===== config.mk =====
export PLATFORM = sky130hd
export DESIGN_NAME = fpu_top
export DESIGN_NICKNAME = d
export VERILOG_FILES = /design/src/hw/fpu_pkg.sv /design/src/hw/fpu_nv_cells.sv /design/src/hw/fpu_top.sv
export SDC_FILE = /design/constraint.sdc
export NUM_CORES = 1
export LEC_CHECK = 0
export BUFFER_PORTS_ARGS = -buffer_cell sky130_fd_sc_hd__buf_4
export CELL_PAD_IN_SITES_DETAIL_PLACEMENT = 0
export CELL_PAD_IN_SITES_GLOBAL_PLACEMENT = 2
export CORE_ASPECT_RATIO = 0.6
export CORE_UTILIZATION = 33
export DETAILED_ROUTE_END_ITERATION = 10
export PLACE_DENSITY = 0.83
export RECOVER_POWER = 50
export SYNTH_ARGS = -nofsm -noshare
export SYNTH_HDL_FRONTEND = slang
export SYNTH_HIERARCHICAL = 1
export SYNTH_SLANG_ARGS = --single-unit

===== constraint.sdc =====
create_clock -name clock -period 3.9 [get_ports clock]
set_clock_uncertainty 0.2 [all_clocks]
set_input_delay 0.585 -clock clock [delete_from_list [all_inputs] [get_ports clock]]
set_output_delay 0.585 -clock clock [all_outputs]
set_load 0.005 [all_outputs]

===== src/hw/fpu_pkg.sv =====
// Constants, register map and types of the flash protection unit.
// Assumes one 100 MHz clock and an AXI4-Lite register port.
package fpu_pkg;
  localparam int unsigned CLK_HZ       = 100_000_000;
  localparam int unsigned ADDR_W       = 20;
  localparam int unsigned NUM_NV       = 5;
  localparam logic [19:0] OFF_WPL_MIR  = 20'hEDFB0;
  localparam logic [19:0] OFF_WPH_MIR  = 20'hEDFB2;
  localparam logic [19:0] OFF_WPL      = 20'hEDFB4;
  localparam logic [19:0] OFF_WPH      = 20'hEDFB6;
  localparam logic [19:0] OFF_APR0     = 20'hEDFB8;
  localparam logic [19:0] OFF_APR1L    = 20'hEDFBC;
  localparam logic [19:0] OFF_APR1H    = 20'hEDFBE;
  localparam logic [19:0] OFF_CTRL     = 20'hEDFC0;
  localparam logic [19:0] OFF_PROG     = 20'hEDFC4;
  localparam logic [19:0] OFF_UNPROT   = 20'hEDFC8;
  localparam logic [15:0] RST_WP       = 16'hFFFF;
  localparam logic [15:0] RST_APR0     = 16'hACFF;
  localparam logic [15:0] FORCE_ACT    = 16'h0000;
  localparam int unsigned BIT_BUSY     = 1;
  localparam int unsigned BIT_DBG      = 1;
  localparam int unsigned BIT_ACC      = 0;
  localparam int unsigned B0_LOW_N     = 10;
  localparam int unsigned HI_N         = 2;
  localparam int unsigned SECT_N       = 12;
  localparam int unsigned B1_SECT_N    = 2;
  localparam logic [2:0]  IDX_WPL      = 3'h0;
  localparam logic [2:0]  IDX_WPH      = 3'h1;
  localparam logic [2:0]  IDX_APR0     = 3'h2;
  localparam logic [2:0]  IDX_APR1L    = 3'h3;
  localparam logic [2:0]  IDX_APR1H    = 3'h4;
  localparam logic [2:0]  IDX_NONE     = 3'h7;
  localparam int unsigned PROG_TIME_NS = 1000;
  localparam int unsigned PROG_CYC     = (PROG_TIME_NS * (CLK_HZ / 1_000_000)) / 1000;
  localparam logic [15:0] DUMMY_DATA   = 16'h0000;
  localparam logic [1:0]  RESP_OKAY    = 2'h0;
  localparam logic [1:0]  RESP_SLVERR  = 2'h2;
  typedef enum logic [1:0] {
    ST_LOAD = 2'b00,
    ST_IDLE = 2'b01,
    ST_PROG = 2'b10
  } fpu_state_t;
endpackage : fpu_pkg


===== src/hw/fpu_nv_cells.sv =====
// One-time-programmable protection cells: bits only go from one to zero.
// Assumes program pulses come from the protection unit only.
// Cells have no reset: they start erased and keep their contents across resets.
`timescale 1ns/1ps
module fpu_nv_cells
  import fpu_pkg::*;
#(
  parameter int unsigned NUM = NUM_NV
) (
  input  wire logic              clock,
  input  wire logic              resetn,
  input  wire logic              prog_en,
  input  wire logic [2:0]        prog_idx,
  input  wire logic [15:0]       prog_data,
  output logic      [NUM*16-1:0] cells
);
  // Erased contents of a fresh part
  function automatic logic [NUM*16-1:0] delivery();
    logic [NUM*16-1:0] v;
    for (int i = 0; i < NUM; i++) begin
      v[i*16 +: 16] = (i == int'(IDX_APR0)) ? RST_APR0 : RST_WP;
    end
    return v;
  endfunction : delivery

  localparam logic [NUM*16-1:0] DELIVERY = delivery();

  logic [NUM*16-1:0] cells_q = DELIVERY;
  logic [NUM*16-1:0] next_cells;

  assign cells = cells_q;

  // Programming only clears bits; a one never returns; no programming in reset
  always_comb begin
    next_cells = cells_q;
    for (int i = 0; i < NUM; i++) begin
      if (prog_en && resetn && (prog_idx == 3'(i))) begin
        next_cells[i*16 +: 16] = cells_q[i*16 +: 16] & prog_data;
      end
    end
  end

  // No reset branch: a reset must bring back programmed protection, not erase it
  always_ff @(posedge clock) begin
    cells_q <= next_cells;
  end
endmodule : fpu_nv_cells


===== src/hw/fpu_top.sv =====
// Flash protection unit: volatile protection copies, checks, AXI4-Lite slave.
// Assumes the CPU flags each data access and the origin of the current fetch.
//
// Decided for this implementation: the AXI4-Lite interface to the registers.
`timescale 1ns/1ps
module fpu_top
  import fpu_pkg::*;
#(
  parameter int unsigned PROG_CYCLES = PROG_CYC
) (
  input  wire logic              clock,
  input  wire logic              resetn,
  input  wire logic [ADDR_W-1:0] s_axi_awaddr,
  input  wire logic              s_axi_awvalid,
  output logic                   s_axi_awready,
  input  wire logic [31:0]       s_axi_wdata,
  input  wire logic [3:0]        s_axi_wstrb,
  input  wire logic              s_axi_wvalid,
  output logic                   s_axi_wready,
  output logic [1:0]             s_axi_bresp,
  output logic                   s_axi_bvalid,
  input  wire logic              s_axi_bready,
  input  wire logic [ADDR_W-1:0] s_axi_araddr,
  input  wire logic              s_axi_arvalid,
  output logic                   s_axi_arready,
  output logic [31:0]            s_axi_rdata,
  output logic [1:0]             s_axi_rresp,
  output logic                   s_axi_rvalid,
  input  wire logic              s_axi_rready,
  input  wire logic              mem_req,
  input  wire logic              mem_write,
  input  wire logic              mem_is_fetch,
  input  wire logic              fetch_from_flash,
  input  wire logic [3:0]        mem_sector,
  input  wire logic              mem_bank,
  input  wire logic [15:0]       array_rdata,
  output logic                   array_req,
  output logic [15:0]            cpu_rdata,
  output logic                   access_trap,
  output logic                   write_blocked,
  output logic                   debug_enable,
  output logic                   test_mode_enable,
  output logic                   load_done
);
  fpu_state_t        state;
  fpu_state_t        next_state;
  logic [NUM_NV*16-1:0] cells;
  logic [15:0]       vol [NUM_NV];
  logic [15:0]       next_vol [NUM_NV];
  logic [31:0]       cnt;
  logic [31:0]       next_cnt;
  logic [2:0]        cmd_idx;
  logic [2:0]        next_cmd_idx;
  logic [15:0]       cmd_data;
  logic [15:0]       next_cmd_data;
  logic              nv_prog;
  logic              loaded;
  logic              next_loaded;
  logic              aw_held;
  logic              next_aw_held;
  logic              w_held;
  logic              next_w_held;
  logic [ADDR_W-1:0] aw_addr;
  logic [ADDR_W-1:0] next_aw_addr;
  logic [31:0]       w_data;
  logic [31:0]       next_w_data;
  logic [3:0]        w_strb;
  logic [3:0]        next_w_strb;
  logic              next_bvalid;
  logic [1:0]        next_bresp;
  logic              next_rvalid;
  logic [31:0]       next_rdata;
  logic [1:0]        next_rresp;
  logic              wr_fire;
  logic [15:0]       wr_val;
  logic [15:0]       next_cpu_rdata;
  logic [15:0]       wpl_view;
  logic [15:0]       eff_wpl;
  logic [15:0]       eff_wph;
  logic [15:0]       eff_apr0;
  logic [SECT_N-1:0] b0_lock;
  logic [B1_SECT_N-1:0] b1_lock;
  logic              acc_block;
  logic              wr_lock;
  logic              sect_lock;
  logic              nv_busy_flag;

  // Non-volatile fuse store: two write and three access registers
  fpu_nv_cells #(.NUM(NUM_NV)) u_cells (
    .clock     (clock),
    .resetn    (resetn),
    .prog_en   (nv_prog),
    .prog_idx  (cmd_idx),
    .prog_data (cmd_data),
    .cells     (cells)
  );

  // Effective settings: forced active until the copy is loaded
  assign eff_wpl  = loaded ? vol[IDX_WPL]  : FORCE_ACT;
  assign eff_wph  = loaded ? vol[IDX_WPH]  : FORCE_ACT;
  assign eff_apr0 = loaded ? vol[IDX_APR0] : FORCE_ACT;
  assign nv_busy_flag = (state == ST_PROG);

  // Per-sector locks; one high bit covers a bank0 and a bank1 sector
  genvar g;
  generate
    for (g = 0; g < SECT_N; g++) begin : g_b0
      if (g < B0_LOW_N) begin : g_lo
        assign b0_lock[g] = ~eff_wpl[g];
      end else begin : g_hi
        assign b0_lock[g] = ~eff_wph[g-B0_LOW_N];
      end
    end
    for (g = 0; g < B1_SECT_N; g++) begin : g_b1
      assign b1_lock[g] = ~eff_wph[g];
    end
  endgenerate

  // Request-cycle checks gate the array directly
  always_comb begin
    sect_lock = 1'b0;
    if (mem_bank) begin
      if (mem_sector < 4'(B1_SECT_N)) sect_lock = b1_lock[mem_sector[0]];
    end else if (mem_sector < 4'(SECT_N)) begin
      sect_lock = b0_lock[mem_sector];
    end
    acc_block = mem_req && !mem_is_fetch && !fetch_from_flash && !eff_apr0[BIT_ACC];
    wr_lock = mem_req && mem_write && sect_lock;
  end
  assign array_req     = mem_req && !acc_block && !wr_lock;
  assign access_trap   = acc_block && !mem_write;
  assign write_blocked = (acc_block && mem_write) || wr_lock;
  assign next_cpu_rdata = access_trap ? DUMMY_DATA : array_rdata;

  // Debug paths follow the debug lock, closed until loaded
  assign debug_enable     = eff_apr0[BIT_DBG];
  assign test_mode_enable = eff_apr0[BIT_DBG];
  assign load_done        = loaded;

  // Low register view mirrors high bits 1:0 into bits 11:10
  always_comb begin
    wpl_view = vol[IDX_WPL];
    wpl_view[SECT_N-1:B0_LOW_N] = vol[IDX_WPH][HI_N-1:0];
  end

  // Address decode shared by both register aliases
  function automatic logic [2:0] reg_index(input logic [ADDR_W-1:0] a);
    logic [2:0] r;
    r = IDX_NONE;
    if (a == OFF_WPL || a == OFF_WPL_MIR) r = IDX_WPL;
    if (a == OFF_WPH || a == OFF_WPH_MIR) r = IDX_WPH;
    if (a == OFF_APR0)  r = IDX_APR0;
    if (a == OFF_APR1L) r = IDX_APR1L;
    if (a == OFF_APR1H) r = IDX_APR1H;
    return r;
  endfunction : reg_index

  // AXI4-Lite write channel: capture address and data in either order
  assign s_axi_awready = !aw_held && !s_axi_bvalid;
  assign s_axi_wready  = !w_held && !s_axi_bvalid;
  assign wr_fire = aw_held && w_held && !s_axi_bvalid;
  assign wr_val  = w_data[15:0];
  always_comb begin
    next_aw_held = aw_held;
    next_w_held  = w_held;
    next_aw_addr = aw_addr;
    next_w_data  = w_data;
    next_w_strb  = w_strb;
    next_bvalid  = s_axi_bvalid;
    next_bresp   = s_axi_bresp;
    if (s_axi_awvalid && s_axi_awready) begin
      next_aw_held = 1'b1;
      next_aw_addr = s_axi_awaddr;
    end
    if (s_axi_wvalid && s_axi_wready) begin
      next_w_held = 1'b1;
      next_w_data = s_axi_wdata;
      next_w_strb = s_axi_wstrb;
    end
    if (wr_fire) begin
      next_aw_held = 1'b0;
      next_w_held  = 1'b0;
      next_bvalid  = 1'b1;
      next_bresp   = RESP_OKAY;
      if (aw_addr == OFF_PROG || aw_addr == OFF_UNPROT) begin
        if (state != ST_IDLE || w_data[18:16] > IDX_APR1H) next_bresp = RESP_SLVERR;
      end else if (aw_addr != OFF_CTRL && reg_index(aw_addr) == IDX_NONE) begin
        next_bresp = RESP_SLVERR;
      end
    end else if (s_axi_bvalid && s_axi_bready) begin
      next_bvalid = 1'b0;
    end
  end

  // Protection command engine and volatile copies
  always_comb begin
    next_state    = state;
    next_cnt      = cnt;
    next_cmd_idx  = cmd_idx;
    next_cmd_data = cmd_data;
    next_loaded   = loaded;
    nv_prog       = 1'b0;
    for (int i = 0; i < NUM_NV; i++) next_vol[i] = vol[i];
    unique case (state)
      ST_LOAD: begin
        for (int i = 0; i < NUM_NV; i++) next_vol[i] = cells[i*16 +: 16];
        next_loaded = 1'b1;
        next_state  = ST_IDLE;
      end
      ST_IDLE: begin
        if (wr_fire && w_strb[1:0] == 2'b11 && w_data[18:16] <= IDX_APR1H) begin
          if (aw_addr == OFF_PROG) begin
            next_cmd_idx  = w_data[18:16];
            next_cmd_data = wr_val;
            next_cnt      = 32'(PROG_CYCLES);
            next_state    = ST_PROG;
          end else if (aw_addr == OFF_UNPROT) begin
            next_vol[w_data[18:16]] = vol[w_data[18:16]] | wr_val;
          end
        end
      end
      ST_PROG: begin
        if (cnt > 32'd1) begin
          next_cnt = cnt - 32'd1;
        end else begin
          nv_prog    = 1'b1;
          // Zero bits restore protection in the copy as well
          next_vol[cmd_idx] = vol[cmd_idx] & cmd_data;
          next_state = ST_IDLE;
        end
      end
      default: next_state = ST_LOAD;
    endcase
  end

  // AXI4-Lite read channel, one outstanding read
  assign s_axi_arready = !s_axi_rvalid;
  always_comb begin
    next_rvalid = s_axi_rvalid;
    next_rdata  = s_axi_rdata;
    next_rresp  = s_axi_rresp;
    if (s_axi_arvalid && s_axi_arready) begin
      next_rvalid = 1'b1;
      next_rresp  = RESP_OKAY;
      next_rdata  = 32'h0000_0000;
      if (s_axi_araddr == OFF_CTRL) begin
        next_rdata[BIT_BUSY] = nv_busy_flag;
      end else begin
        unique case (reg_index(s_axi_araddr))
          IDX_WPL:   next_rdata[15:0] = wpl_view;
          IDX_WPH:   next_rdata[15:0] = vol[IDX_WPH];
          IDX_APR0:  next_rdata[15:0] = vol[IDX_APR0];
          IDX_APR1L: next_rdata[15:0] = vol[IDX_APR1L];
          IDX_APR1H: next_rdata[15:0] = vol[IDX_APR1H];
          default:   next_rresp = RESP_SLVERR;
        endcase
      end
    end else if (s_axi_rvalid && s_axi_rready) begin
      next_rvalid = 1'b0;
    end
  end

  // State registers
  always_ff @(posedge clock) begin
    if (!resetn) begin
      state        <= ST_LOAD;
      cnt          <= 32'h0000_0000;
      cmd_idx      <= 3'h0;
      cmd_data     <= RST_WP;
      loaded       <= 1'b0;
      for (int i = 0; i < NUM_NV; i++) vol[i] <= FORCE_ACT;
      aw_held      <= 1'b0;
      w_held       <= 1'b0;
      aw_addr      <= '0;
      w_data       <= 32'h0000_0000;
      w_strb       <= 4'h0;
      s_axi_bvalid <= 1'b0;
      s_axi_bresp  <= RESP_OKAY;
      s_axi_rvalid <= 1'b0;
      s_axi_rdata  <= 32'h0000_0000;
      s_axi_rresp  <= RESP_OKAY;
      cpu_rdata    <= DUMMY_DATA;
    end else begin
      state        <= next_state;
      cnt          <= next_cnt;
      cmd_idx      <= next_cmd_idx;
      cmd_data     <= next_cmd_data;
      loaded       <= next_loaded;
      for (int i = 0; i < NUM_NV; i++) vol[i] <= next_vol[i];
      aw_held      <= next_aw_held;
      w_held       <= next_w_held;
      aw_addr      <= next_aw_addr;
      w_data       <= next_w_data;
      w_strb       <= next_w_strb;
      s_axi_bvalid <= next_bvalid;
      s_axi_bresp  <= next_bresp;
      s_axi_rvalid <= next_rvalid;
      s_axi_rdata  <= next_rdata;
      s_axi_rresp  <= next_rresp;
      cpu_rdata    <= next_cpu_rdata;
    end
  end
endmodule : fpu_top


==> results.py <==
metrics = {
    "hold_path": {
        "hp-class": "in2reg",
    },
    "cts": {
        "htree_levels": 1,
        "clock_sinks": 299,
        "cts_root_buf": "clkbuf_16",
        "path_clk_slew_ns": 0.07,
        "cts_made_buffers": 29,
        "cts_tree": "yes",
        "cts_buffer_depth": 3,
        "clkLatencyLatePin_ns": 0.57,
    },
    "timing": {
        "hold_violations": 0,
        "period_share_pct": 88.84,
        "worst_pin_slew_ns": 1.510,
        "finalWorstPathRequiredPeriod_ns": 3.465,
        "fin_ws_ns": 0.4351,
        "rsz0062_at_grt": "no",
        "slew_violations": 70,
        "max_slew_margin_pct": -0.6635,
        "timing.fmax_ghz": 0.2886,
        "finalSetupViolations": 0,
        "fin_hold_ws_ns": 0.02411,
    },
    "place": {
        "placed_cells": 2535,
        "gp_routability_congestion": 0.8707,
        "pre_cts_ws_ns": 0.5558,
        "placed_area_um2": 17980,
        "dp_hpwl_mm": 39.85,
        "numPortBuffers": 137,
    },
    "setup_path": {
        "required_ns": 3.95,
        "worstPathArrival_ns": 3.51,
        "cp-endpoint": "u_cells/cells[33]",
        "crit_path_cell_trace": "nor4_1, nand4bb_1, nor4_1, nand2_2, nor4b_2, buf_4",
        "critical_path_class": "reg2reg",
        "cpPeakStageDelay_ns": 0.61,
        "r2r-start": "cnt[5]",
        "cpMaxStageDelayCell": "nor4_1",
        "cp_max_fo": 12,
        "crit_top_cell": "nor4_1",
        "worstRegToRegCells": 6,
        "critical_path_buf_inv_count": 1,
        "path_depth": 6,
        "crit_start": "cnt[5]",
        "r2r_end": "u_cells/cells[33]",
        "cp-end-kind": "register",
        "rrSetupSlack_ns": 0.44,
        "start_kind": "register",
        "cpLargestDelayFamily": "simple AND/OR/NAND/NOR gates",
    },
    "synth": {
        "synth_fa_ha_area_share_pct": 0.4609,
        "ys_seq_area_share_pct": 41.67,
        "synth_top_family_by_area": "compound AO/OA/AOI/OAI gates",
        "synth.avg_cell_area_um2": 8.762,
        "synth-edff-count": 80,
        "synth-xor-area-share_pct": 1.291,
        "async_flop_share_pct": 0,
        "synth_common_cells": "nand2_1, dfxtp_1, nor2_1, o21ai_0, clkbuf_1",
        "ys.flop_type": "dfxtp_1",
        "yosysTopAreaCellShare_pct": 26.92,
        "synth_top_cell_by_area": "dfxtp_1",
        "synthTopCellsByArea": "dfxtp_1, edfxtp_1, nand2_1, o2111ai_1, o21ai_0",
        "postSynthCellCount": 1859,
        "yosysMostFrequentCell": "nand2_1",
        "synth_area_um2": 16290,
        "ys_types": 62,
        "ys_ff_latch": 299,
        "synth_mux_area_share_pct": 5.892,
        "yosysWarnings": 6,
        "synth-simple-area-share_pct": 20.13,
        "synth_compound_area_share_pct": 25.31,
    },
    "route": {
        "drc": 0,
        "ant_nets": 0,
        "drtPass1Iterations": 5,
        "routedWlPerCell_um": 23.43,
        "routed_wl_mm": 60.79,
        "initialDrtViolationCount": 1777,
        "viasPerCell": 5.967,
        "vias": 15484,
    },
    "pwr": {
        "ir_drop_uv": 346.1,
        "powerDensity_nw_per_um2": 461.5,
        "leakagePower_nw": 6.258,
        "total_power_mw": 8.741,
    },
    "grt": {
        "grt-ovfl-total": 0,
        "grt_pass1_wl_mm": 91.14,
        "antenna_found_initial": 3,
        "grt_pass1_vias": 14212,
        "grt_usage_pct": 23.63,
        "grt_max_degree": 183,
    },
    "cells_and_area": {
        "final_nets": 2046,
        "syn_to_final_growth_pct": 16.27,
        "drive_gt1_share_pct": 16.12,
        "final_cells": 2595,
        "fin_area_um2": 18940,
    },
    "floorplan": {
        "die_w_um": 288.8,
        "die_area_um2": 50280,
        "coreArea_um2": 48250,
        "start_util_pct": 33.76,
        "die_h_um": 174.1,
        "ios": 171,
        "rows": 62,
    },
    "run_status": {
        "failed_checks": "capacitance limit, slew limit",
        "status": "finished with violations",
    },
    "run": {
        "drv_cap": 1,
    },
}
-- routing by layer --
metal	up-vias	track usage, %	part of all wire (%)
li1	7042	-	-
met2	790	31.89	39
met1	7547	37.14	48
met3	97	5.906	11
met4	8	4.408	1.8
met5	-	0	0.24
-- worst min path at each step --
stage | from | endpoint | slack (ns) | cells after the start
floorplan | aw_addr[14] | aw_addr[14] | 0.23 | 2
global placement | aw_addr[14] | aw_addr[14] | 0.24 | 2
detailed placement | aw_addr[13] | aw_addr[13] | 0.25 | 2
CTS | array_rdata[3] | cpu_rdata[3] | 0.001 | 2
global route | array_rdata[10] | cpu_rdata[10] | 0.006 | 2
finish | array_rdata[10] | cpu_rdata[10] | 0.02 | 2
-- timing repair --
action / in CTS / in global routing
gates resized for setup: 0 / 0
hold buffers: 5 / 1
endpoints found under the hold margin: 5 / 1
setup buffers: 0 / 0
-- through the flow --
step | util (%) | setup TNS (ns)
floorplan | - | -11.70
global route | 39.25 | 0
detailed placement | 37.27 | 0
finish | 39.25 | 0
CTS | 39.38 | 0
global placement | 37.27 | 0
-- cells by family (layout without fill, tap and decap cells) --
family	after synthesis	count (layout)
DFF	299	299
other	1	19
AOI/OAI and AO/OA	608	608
and+or+nand+nor	679	679
muxes	53	53
adders and majority gates	6	6
buffers and inverters	189	267
xor gates and xnor gates	24	24
-- power breakdown --
part / internal, mW / total [mW] / switching (mW)
clock: 1.63 / 2.93 / 1.30
combinational: 0.846 / 2.00 / 1.16
sequential: 3.43 / 3.81 / 0.382
total: 5.90 / 8.74 / 2.84
-- cell usage in the layout (no fill, tap or decap), types with 33 or more instances in the layout --
master and instances:
dfxtp_1 219, and2_0 61, clkbuf_16 33, nor2_1 158, a21oi_1 107, nand3_1 55, edfxtp_1 80, o221ai_1 64
mux4_2 34, o2111ai_1 96, a21boi_0 64, nand2_1 251, o21ai_0 153, buf_4 136, and2_1 37
-- final cells by class --
type                    count  area (um2)
fillers                  4831       29310
multi-input cells        1388        8801
flip-flops and latches    299        6787
repair buffers            198        1519
clock buffers              45       920.9
well taps                 640       800.8
inverters                  16       60.06
clock inverters             8       47.55
diodes                      1       2.502
-- state kept, by name, indices dropped and copies added (netlist names), named ones only --
signal	cells
cmd_data	16
s_axi_rresp	1
w_data	19
cpu_rdata	16
w_held	1
s_axi_bvalid	1
w_strb	2
s_axi_rdata	16
cmd_idx	3
vol	80
u_cells/cells	80
aw_addr	20
cnt	32
state	2
load_done	1
s_axi_rvalid	1
aw_held	1
s_axi_bresp	1
(Power assumes the default switching activity.)
